--- src/irq_ctrl_pkg.sv ---
// constants and types for the interrupt controller
package irq_ctrl_pkg;
   localparam int NUM_SRC = 11;
   localparam int NUM_LVL = 4;
   localparam logic [7:0] ADDR_EN_FIRST = 8'ha8;
   localparam logic [7:0] ADDR_EN_SECOND = 8'he8;
   localparam logic [7:0] ADDR_PRIO_LOW0 = 8'hb8;
   localparam logic [7:0] ADDR_PRIO_HIGH0 = 8'hb7;
   localparam logic [7:0] ADDR_PRIO_LOW1 = 8'hf8;
   localparam logic [7:0] ADDR_PRIO_HIGH1 = 8'hf7;
   localparam logic [7:0] RESET_BYTE = 8'h00;
   localparam int BIT_MASTER = 7;
   localparam int BIT_PCA = 6;
   localparam int BIT_T2 = 5;
   localparam int BIT_UART = 4;
   localparam int BIT_T1 = 3;
   localparam int BIT_PIN1 = 2;
   localparam int BIT_T0 = 1;
   localparam int BIT_PIN0 = 0;
   localparam int BIT_SPI = 3;
   localparam int BIT_CANTIM = 2;
   localparam int BIT_ADC = 1;
   localparam int BIT_CAN = 0;
   localparam logic [3:0] SECOND_MASK = 4'hf;
   localparam logic [6:0] FIRST_MASK = 7'h7f;
   // source index = polling rank, 0 polled first
   localparam int SRC_PIN0 = 0;
   localparam int SRC_T0 = 1;
   localparam int SRC_PIN1 = 2;
   localparam int SRC_T1 = 3;
   localparam int SRC_PCA = 4;
   localparam int SRC_UART = 5;
   localparam int SRC_T2 = 6;
   localparam int SRC_CAN = 7;
   localparam int SRC_ADC = 8;
   localparam int SRC_CANTIM = 9;
   localparam int SRC_SPI = 10;
   typedef logic [15:0] vector_t;
   localparam vector_t VEC_TABLE [NUM_SRC] = '{16'h0003, 16'h000b, 16'h0013, 16'h001b, 16'h0033,
      16'h0023, 16'h002b, 16'h003b, 16'h0043, 16'h004b, 16'h0053};
   typedef enum logic [1:0] {IDLE, OFFER} arb_state_t;
endpackage : irq_ctrl_pkg

--- src/irq_ctrl.sv ---
// interrupt controller: enables, four-level priority, polling order, vector hand-off
`timescale 1ns/100ps
module irq_ctrl (
   input wire logic CLOCK,
   input wire logic RESETN,
   input wire logic [7:0] REG_ADDR,
   input wire logic REG_WRITE,
   input wire logic [7:0] REG_WDATA,
   input wire logic REG_READ,
   input wire logic BIT_WRITE,
   input wire logic [2:0] BIT_SEL,
   input wire logic BIT_VALUE,
   output logic [7:0] REG_RDATA,
   input wire logic OUTSIDE_IRQ_PIN0,
   input wire logic TIMER0_OVERFLOW_FLAG,
   input wire logic OUTSIDE_IRQ_PIN1,
   input wire logic TIMER1_OVERFLOW_FLAG,
   input wire logic PCA_COUNTER_OVERFLOW_FLAG,
   input wire logic PCA_MODULE_MATCH_FLAG,
   input wire logic UART_RECEIVE_DONE,
   input wire logic UART_TRANSMIT_DONE,
   input wire logic TIMER2_OVERFLOW_FLAG,
   input wire logic CAN_EVENT,
   input wire logic CAN_BUFFER_OVERRUN,
   input wire logic ADC_DONE_FLAG,
   input wire logic CAN_TIMER_WRAP_FLAG,
   input wire logic SPI_EVENT,
   output logic IRQ_REQ,
   output logic [15:0] IRQ_VECTOR,
   output logic [3:0] IRQ_SRC,
   input wire logic IRQ_ACK,
   input wire logic IRQ_RETURN,
   output logic [1:0] ACTIVE_LEVEL,
   output logic ACTIVE_ANY
);
   localparam int N = irq_ctrl_pkg::NUM_SRC;
   localparam int L = irq_ctrl_pkg::NUM_LVL;
   // the source wiring and the level stack below are written out for this exact shape,
   // so any other count in the package is refused rather than silently mis-wired
   initial begin
      if (N != 11 || L != 4) $error("irq_ctrl supports exactly 11 sources and 4 levels");
      // first enable register bit positions must fall inside the byte
      if (irq_ctrl_pkg::BIT_MASTER > 7) $error("master enable bit out of range");
      if (irq_ctrl_pkg::BIT_PCA > 7) $error("counter array enable bit out of range");
      if (irq_ctrl_pkg::BIT_T2 > 7) $error("timer 2 enable bit out of range");
      if (irq_ctrl_pkg::BIT_UART > 7) $error("uart enable bit out of range");
      if (irq_ctrl_pkg::BIT_T1 > 7) $error("timer 1 enable bit out of range");
      if (irq_ctrl_pkg::BIT_PIN1 > 7) $error("pin 1 enable bit out of range");
      if (irq_ctrl_pkg::BIT_T0 > 7) $error("timer 0 enable bit out of range");
      if (irq_ctrl_pkg::BIT_PIN0 > 7) $error("pin 0 enable bit out of range");
      // the second enable register only keeps its low nibble
      if (irq_ctrl_pkg::BIT_SPI > 3) $error("spi enable bit out of range");
      if (irq_ctrl_pkg::BIT_CANTIM > 3) $error("can timer enable bit out of range");
      if (irq_ctrl_pkg::BIT_ADC > 3) $error("adc enable bit out of range");
      if (irq_ctrl_pkg::BIT_CAN > 3) $error("can enable bit out of range");
      // raw_req and src_en are packed in rank order; the indices must agree with it
      if (irq_ctrl_pkg::SRC_PIN0 != 0) $error("pin 0 rank mismatch");
      if (irq_ctrl_pkg::SRC_T0 != 1) $error("timer 0 rank mismatch");
      if (irq_ctrl_pkg::SRC_PIN1 != 2) $error("pin 1 rank mismatch");
      if (irq_ctrl_pkg::SRC_T1 != 3) $error("timer 1 rank mismatch");
      if (irq_ctrl_pkg::SRC_PCA != 4) $error("counter array rank mismatch");
      if (irq_ctrl_pkg::SRC_UART != 5) $error("uart rank mismatch");
      if (irq_ctrl_pkg::SRC_T2 != 6) $error("timer 2 rank mismatch");
      if (irq_ctrl_pkg::SRC_CAN != 7) $error("can rank mismatch");
      if (irq_ctrl_pkg::SRC_ADC != 8) $error("adc rank mismatch");
      if (irq_ctrl_pkg::SRC_CANTIM != 9) $error("can timer rank mismatch");
      if (irq_ctrl_pkg::SRC_SPI != 10) $error("spi rank mismatch");
      // every vector sits three bytes into an eight-byte slot
      for (int i = 0; i < N; i++) begin
         if (irq_ctrl_pkg::VEC_TABLE[i][2:0] != 3'h3) $error("vector table entry misaligned");
      end
   end

   logic [7:0] en_first_q, en_first_d;
   logic [3:0] en_second_q, en_second_d;
   logic [7:0] prio_low0_q, prio_low0_d, prio_high0_q, prio_high0_d;
   logic [3:0] prio_low1_q, prio_low1_d, prio_high1_q, prio_high1_d;
   logic [7:0] rdata_q, rdata_d;

   // register writes; a bit access touches only the selected bit of the first enable register
   always_comb begin
      en_first_d = en_first_q;
      en_second_d = en_second_q;
      prio_low0_d = prio_low0_q;
      prio_high0_d = prio_high0_q;
      prio_low1_d = prio_low1_q;
      prio_high1_d = prio_high1_q;
      if (REG_WRITE) begin
         case (REG_ADDR)
            irq_ctrl_pkg::ADDR_EN_FIRST: en_first_d = REG_WDATA;
            irq_ctrl_pkg::ADDR_EN_SECOND: en_second_d = REG_WDATA[3:0] & irq_ctrl_pkg::SECOND_MASK;
            irq_ctrl_pkg::ADDR_PRIO_LOW0: prio_low0_d = {1'b0, REG_WDATA[6:0] & irq_ctrl_pkg::FIRST_MASK};
            irq_ctrl_pkg::ADDR_PRIO_HIGH0: prio_high0_d = {1'b0, REG_WDATA[6:0] & irq_ctrl_pkg::FIRST_MASK};
            irq_ctrl_pkg::ADDR_PRIO_LOW1: prio_low1_d = REG_WDATA[3:0];
            irq_ctrl_pkg::ADDR_PRIO_HIGH1: prio_high1_d = REG_WDATA[3:0];
            default: ;
         endcase
      end else if (BIT_WRITE) begin
         en_first_d[BIT_SEL] = BIT_VALUE;
      end
      rdata_d = rdata_q;
      if (REG_READ) begin
         case (REG_ADDR)
            irq_ctrl_pkg::ADDR_EN_FIRST: rdata_d = en_first_q;
            irq_ctrl_pkg::ADDR_EN_SECOND: rdata_d = {4'h0, en_second_q};
            irq_ctrl_pkg::ADDR_PRIO_LOW0: rdata_d = prio_low0_q;
            irq_ctrl_pkg::ADDR_PRIO_HIGH0: rdata_d = prio_high0_q;
            irq_ctrl_pkg::ADDR_PRIO_LOW1: rdata_d = {4'h0, prio_low1_q};
            irq_ctrl_pkg::ADDR_PRIO_HIGH1: rdata_d = {4'h0, prio_high1_q};
            default: rdata_d = 8'h00;
         endcase
      end
   end

   always_ff @(posedge CLOCK) begin
      if (!RESETN) begin
         en_first_q <= irq_ctrl_pkg::RESET_BYTE;
         en_second_q <= 4'h0;
         prio_low0_q <= irq_ctrl_pkg::RESET_BYTE;
         prio_high0_q <= irq_ctrl_pkg::RESET_BYTE;
         prio_low1_q <= 4'h0;
         prio_high1_q <= 4'h0;
         rdata_q <= irq_ctrl_pkg::RESET_BYTE;
      end else begin
         en_first_q <= en_first_d;
         en_second_q <= en_second_d;
         prio_low0_q <= prio_low0_d;
         prio_high0_q <= prio_high0_d;
         prio_low1_q <= prio_low1_d;
         prio_high1_q <= prio_high1_d;
         rdata_q <= rdata_d;
      end
   end
   assign REG_RDATA = rdata_q;

   // per-source request, enable and level, indexed by polling rank
   logic [N-1:0] raw_req, src_en, gated;
   logic [1:0] lvl [N];
   assign raw_req = {SPI_EVENT, CAN_TIMER_WRAP_FLAG, ADC_DONE_FLAG, CAN_EVENT | CAN_BUFFER_OVERRUN,
      TIMER2_OVERFLOW_FLAG, UART_RECEIVE_DONE | UART_TRANSMIT_DONE,
      PCA_COUNTER_OVERFLOW_FLAG | PCA_MODULE_MATCH_FLAG, TIMER1_OVERFLOW_FLAG, OUTSIDE_IRQ_PIN1,
      TIMER0_OVERFLOW_FLAG, OUTSIDE_IRQ_PIN0};
   // enables reordered from register bit positions into polling rank
   assign src_en = {en_second_q[irq_ctrl_pkg::BIT_SPI], en_second_q[irq_ctrl_pkg::BIT_CANTIM],
      en_second_q[irq_ctrl_pkg::BIT_ADC], en_second_q[irq_ctrl_pkg::BIT_CAN],
      en_first_q[irq_ctrl_pkg::BIT_T2], en_first_q[irq_ctrl_pkg::BIT_UART],
      en_first_q[irq_ctrl_pkg::BIT_PCA], en_first_q[irq_ctrl_pkg::BIT_T1],
      en_first_q[irq_ctrl_pkg::BIT_PIN1], en_first_q[irq_ctrl_pkg::BIT_T0],
      en_first_q[irq_ctrl_pkg::BIT_PIN0]};
   // priority bits follow the same order as the enables
   logic [N-1:0] lo_r, hi_r;
   assign lo_r = {prio_low1_q[3], prio_low1_q[2], prio_low1_q[1], prio_low1_q[0],
      prio_low0_q[5], prio_low0_q[4], prio_low0_q[6], prio_low0_q[3:0]};
   assign hi_r = {prio_high1_q[3], prio_high1_q[2], prio_high1_q[1], prio_high1_q[0],
      prio_high0_q[5], prio_high0_q[4], prio_high0_q[6], prio_high0_q[3:0]};

   genvar g;
   generate
      for (g = 0; g < N; g++) begin : g_src
         assign gated[g] = raw_req[g] & src_en[g] & en_first_q[irq_ctrl_pkg::BIT_MASTER];
         assign lvl[g] = {hi_r[g], lo_r[g]};
      end
   endgenerate

   // winner: highest level first, lowest rank within a level
   logic win_any;
   logic [3:0] win_idx;
   logic [1:0] win_lvl;
   always_comb begin
      win_any = 1'b0;
      win_idx = 4'h0;
      win_lvl = 2'b00;
      for (int i = 0; i < N; i++) begin
         if (gated[i] && (!win_any || lvl[i] > win_lvl)) begin
            win_any = 1'b1;
            win_idx = 4'(i);
            win_lvl = lvl[i];
         end
      end
   end

   // active-level stack: one bit per level in progress, so nesting returns correctly
   logic [L-1:0] active_q, active_d;
   logic [1:0] cur_lvl;
   logic cur_any;
   always_comb begin
      cur_any = |active_q;
      cur_lvl = 2'b00;
      for (int k = 0; k < L; k++) begin
         if (active_q[k]) cur_lvl = 2'(k);
      end
   end
   // strictly higher only; level 3 can never be exceeded so it is never preempted
   logic may_preempt;
   assign may_preempt = win_any && (!cur_any || win_lvl > cur_lvl);

   irq_ctrl_pkg::arb_state_t state_q, state_d;
   logic req_q, req_d;
   logic [15:0] vec_q, vec_d;
   logic [3:0] src_q, src_d;
   logic [1:0] offer_lvl_q, offer_lvl_d;
   logic [1:0] act_lvl_q, act_lvl_d;
   logic act_any_q, act_any_d;

   always_comb begin
      state_d = state_q;
      req_d = req_q;
      vec_d = vec_q;
      src_d = src_q;
      offer_lvl_d = offer_lvl_q;
      active_d = active_q;
      if (IRQ_RETURN && cur_any) active_d[cur_lvl] = 1'b0;
      case (state_q)
         irq_ctrl_pkg::IDLE: begin
            if (may_preempt && !IRQ_RETURN) begin
               state_d = irq_ctrl_pkg::OFFER;
               req_d = 1'b1;
               vec_d = irq_ctrl_pkg::VEC_TABLE[win_idx];
               src_d = win_idx;
               offer_lvl_d = win_lvl;
            end
         end
         irq_ctrl_pkg::OFFER: begin
            if (IRQ_ACK) begin
               state_d = irq_ctrl_pkg::IDLE;
               req_d = 1'b0;
               active_d[offer_lvl_q] = 1'b1;
            end else if (may_preempt) begin
               // keep the offer current while the core has not taken it
               vec_d = irq_ctrl_pkg::VEC_TABLE[win_idx];
               src_d = win_idx;
               offer_lvl_d = win_lvl;
            end
         end
         default: begin
            state_d = irq_ctrl_pkg::IDLE;
            req_d = 1'b0;
         end
      endcase
      act_any_d = |active_d;
      act_lvl_d = 2'b00;
      for (int k = 0; k < L; k++) begin
         if (active_d[k]) act_lvl_d = 2'(k);
      end
   end

   always_ff @(posedge CLOCK) begin
      if (!RESETN) begin
         state_q <= irq_ctrl_pkg::IDLE;
         req_q <= 1'b0;
         vec_q <= 16'h0000;
         src_q <= 4'h0;
         offer_lvl_q <= 2'b00;
         active_q <= '0;
         act_lvl_q <= 2'b00;
         act_any_q <= 1'b0;
      end else begin
         state_q <= state_d;
         req_q <= req_d;
         vec_q <= vec_d;
         src_q <= src_d;
         offer_lvl_q <= offer_lvl_d;
         active_q <= active_d;
         act_lvl_q <= act_lvl_d;
         act_any_q <= act_any_d;
      end
   end
   assign IRQ_REQ = req_q;
   assign IRQ_VECTOR = vec_q;
   assign IRQ_SRC = src_q;
   assign ACTIVE_LEVEL = act_lvl_q;
   assign ACTIVE_ANY = act_any_q;
endmodule : irq_ctrl

--- config.mk ---
export PLATFORM = sky130hd
export DESIGN_NAME = irq_ctrl
export DESIGN_NICKNAME = d
export VERILOG_FILES = /design/src/irq_ctrl_pkg.sv /design/src/irq_ctrl.sv
export SDC_FILE = /design/constraint.sdc
export NUM_CORES = 1
export LEC_CHECK = 0
export BUFFER_PORTS_ARGS = -buffer_cell sky130_fd_sc_hd__buf_2
export CORE_UTILIZATION = 50
export DETAILED_ROUTE_END_ITERATION = 7
export PLACE_DENSITY = 0.74
export SYNTH_ARGS = -nofsm -noshare
export SYNTH_HDL_FRONTEND = slang
export SYNTH_SLANG_ARGS = --single-unit
--- constraint.sdc ---
create_clock -name CLOCK -period 26.8 [get_ports CLOCK]
set_clock_uncertainty 0.2 [all_clocks]
set_input_delay 1.34 -clock CLOCK [delete_from_list [all_inputs] [get_ports CLOCK]]
set_output_delay 1.34 -clock CLOCK [all_outputs]
set_load 0.05 [all_outputs]
==> results.yml <==
status:
  status: "finished, final reports clean"
clock_tree:
  cts.sinks: 60
  path_clk_slew_ns: 0.07
  clock_latency_ns: 0.34
  cts_tree: "yes"
  post_cts_buffers: 0
  cts_buffer_depth: 2
  clockRootBuffer: "clkbuf_8"
  htreeDepth: 3
  hold_buffers: 0
  post_cts_resized: 0
  cts_made_buffers: 9
die:
  core_area_sq_um: 7370
  rows: 31
  die_y_um: 90.1
  ios: 73
  die-area_sq_um: 8130
  die-width_um: 90.1
  initial_core_util_pct: 52.7
logic_synthesis:
  synth_top_cell_by_area: "dfxtp_1"
  postSynthAreaPerCell_sq_um: 7.83
  synthCells: 496
  synth_warnings: 0
  ys_seq_area_share_pct: 30.9
  ys_ff_latch: 60
  synthTopCellsByCount: "nand2_1 (61), dfxtp_1 (60), nor2_1 (55)"
  synth_most_common_cell: "nand2_1"
  synth_edf_count: 0
  synthTopCellsByArea: "dfxtp_1 (31%), ha_1 (6.1%), nand2_1 (5.9%)"
  async_flop_share_pct: 0
  ys_types: 66
  synth_ff_type: "dfxtp_1"
  synthesis.area_sq_um: 3880
  synth_top_area_share_pct: 30.9
pwr:
  pwr-share-clk_pct: 43.7
  p_comb_share_pct: 9.1
  switching_share_pct: 25.9
  switchingPower_w: 0.0000498
  power_density_nw_per_um2: 43.6
  ir_drop_uv: 27.7
  cellInternalPower_w: 0.000142
  leakagePower_nw: 1.82
  seq_power_share_pct: 47.2
sta:
  post-route-period-util_pct: 64.4
  maxSlewHeadroom_pct: 33.5
  max_freq_ghz: 0.0580
  finalSetupViolCount: 0
  final.setup.tns_ns: 0
  period_needed_ns: 17.25
  timing.final.ws_setup_ns: 9.55
  worstMarginPinSlew_ns: 0.996
  rsz0062_at_grt: "no"
  finalHoldViolCount: 0
  drv_slew: 0
placement:
  dp_hpwl_um: 7810
  dpl_worst_slack_ns: 9.48
  io_buffers: 62
  place_congestion: 0.868
routing:
  first_pass_iters: 5
  drc: 0
  wire_per_inst_um: 15.7
  vias: 3848
  wirelength_um: 10200
  drtIter0Drc: 289
  vias_per_cell: 5.90
  antenna_left: 0
critical_path:
  crit-reg2reg-launch: "en_first_q[7]$_SDFFE_PN0P_"
  startpoint_type: "input port"
  end_kind: "register"
  r2r_slack_ns: 10.05
  critPathKind: "input port to register"
  cp_slowest_cell: "a21boi_1"
  cp_max_fo: 14
  r2r-end: "IRQ_VECTOR[3]$_SDFFE_PN0P_"
  path_buf_inv: 1
  cp_data_arrival_time_ns: 17.28
  critical_path.top_delay_family: "compound AO/OA/AOI/OAI gates"
  cpPeakStageDelay_ns: 0.72
  r2r_cells: 68
  cpMostUsedCell: "ha_1"
  critPathRequiredTime_ns: 26.83
global_route:
  overflow: 0
  grt_usage_pct: 26.3
  antenna_found_initial: 0
  grt_pass1_vias: 3592
  grt_pass1_wl_um: 17300
  grt_max_degree: 29
cells_and_area:
  diodes: 0
  area_delta_synth_final_pct: 13.5
  drive_above_1_share_pct: 17.7
  fin_nets: 608
worst_hold_path:
  hold_path_class: "register to register"
  worstHoldStart: "IRQ_VECTOR[5]$_SDFFE_PN0P_"
  hold-path-endpoint: "IRQ_VECTOR[5]$_SDFFE_PN0P_"
  min_path_cells: 2
run:
  drv_cap: 0
[routing by layer]
metal | vias up | routed length (um) | track usage, % | part of all wire, %
met1 | 1767 | 4440 | 33.4 | 43
met5 | - | 0 | 0 | 0
met4 | 0 | 118 | 6.99 | 1.2
met2 | 163 | 4910 | 44.5 | 48
met3 | 13 | 744 | 6.01 | 7.3
li1 | 1905 | - | - | -
[power by group through the flow]
stage / clock network [W] / registers (W) / logic (W)
floorplan: 0 / 0.0000944 / 0.0000103
global placement: 0 / 0.0000926 / 0.0000171
detailed placement: 0 / 0.0000926 / 0.0000174
CTS: 0.0000854 / 0.0000906 / 0.0000175
global route: 0.0000896 / 0.0000907 / 0.0000190
finish: 0.0000839 / 0.0000906 / 0.0000176
[worst register-to-register path: cells and delay by family (launching register included)]
kind	cells	cell delay, ns
buffers and inverters	1	0.26
adder cells (fa/ha/maj)	11	3.17
AO/OA/AOI/OAI	25	6.55
flip-flops	1	0.31
multiplexers	7	2.52
AND/OR/NAND/NOR	24	3.63
[how the worst max path moves through the flow]
stage | depth (start not counted) | slack (ns) | to | from
after floorplan | 67 | 11.86 | offer_lvl_q[1]$_SDFFE_PN0P_ | OUTSIDE_IRQ_PIN0
after global placement | 68 | 9.84 | IRQ_VECTOR[3]$_SDFFE_PN0P_ | OUTSIDE_IRQ_PIN0
after detailed placement | 68 | 9.48 | IRQ_VECTOR[3]$_SDFFE_PN0P_ | OUTSIDE_IRQ_PIN0
after CTS | 68 | 9.67 | IRQ_VECTOR[3]$_SDFFE_PN0P_ | OUTSIDE_IRQ_PIN0
after global routing | 70 | 8.34 | IRQ_VECTOR[3]$_SDFFE_PN0P_ | OUTSIDE_IRQ_PIN0
final | 68 | 9.55 | IRQ_VECTOR[3]$_SDFFE_PN0P_ | OUTSIDE_IRQ_PIN0
[kinds of logic after synthesis]
| group | synth area share (%) |
|---|---|
| and+or+nand+nor | 24.1 |
| buffers and inverters | 6.22 |
| AOI/OAI and AO/OA | 24.8 |
| adders and majority gates | 6.12 |
| muxes | 7.76 |
| DFF | 30.9 |
| other | 0.0965 |
[area by class of cell]
| type | count | area (sq um) |
|---|---|---|
| timing repair buffer | 65 | 333 |
| inverter | 19 | 71.3 |
| tap | 99 | 124 |
| sequential | 60 | 1200 |
| fill | 701 | 2960 |
| clock buffer | 12 | 155 |
| clock inverter | 4 | 47.5 |
| multi-input combinational | 393 | 2480 |
[state kept, by name, summed over array words and instances, names as in the netlist, 5 cells and up]
name and cells:
prio_low0_q 7, REG_RDATA 8, en_first_q 8, prio_high0_q 7, IRQ_VECTOR 5
[cell usage in the layout (no fill, tap or decap), drive strengths merged, types with 4 or more instances in the layout]
master and n:
and2 5, a21o 6, nor2 55, conb 10
o211ai 5, ha 19, and3 6, nand2b 7
a21oi 34, a31oi 6, mux2i 20, nor3 12
o21ai 27, or3 4, inv 19, nand3 26
a311oi 8, o221ai 5, mux2 8, a211oi 6
clkbuf 12, nor2b 6, dfxtp 60, a22oi 5
nand2 61, o311ai 4, nand4 6, buf 65
a22o 4
[stage by stage]
| stage | utilization [%] | cells | instance area, sq um | power [W] | hold slack (ns) |
|---|---|---|---|---|---|
| floorplan | - | 505 | 3920 | 0.000105 | 0.236 |
| global placement | 57.1 | 636 | 4210 | 0.000110 | 0.244 |
| detailed placement | 57.1 | 636 | 4210 | 0.000110 | 0.245 |
| CTS | 59.8 | 652 | 4410 | 0.000193 | 0.255 |
| global route | 59.8 | 652 | 4410 | 0.000199 | 0.272 |
| finish | 59.8 | 652 | 4410 | 0.000192 | 0.250 |
Power figures use the tool's default switching activity.
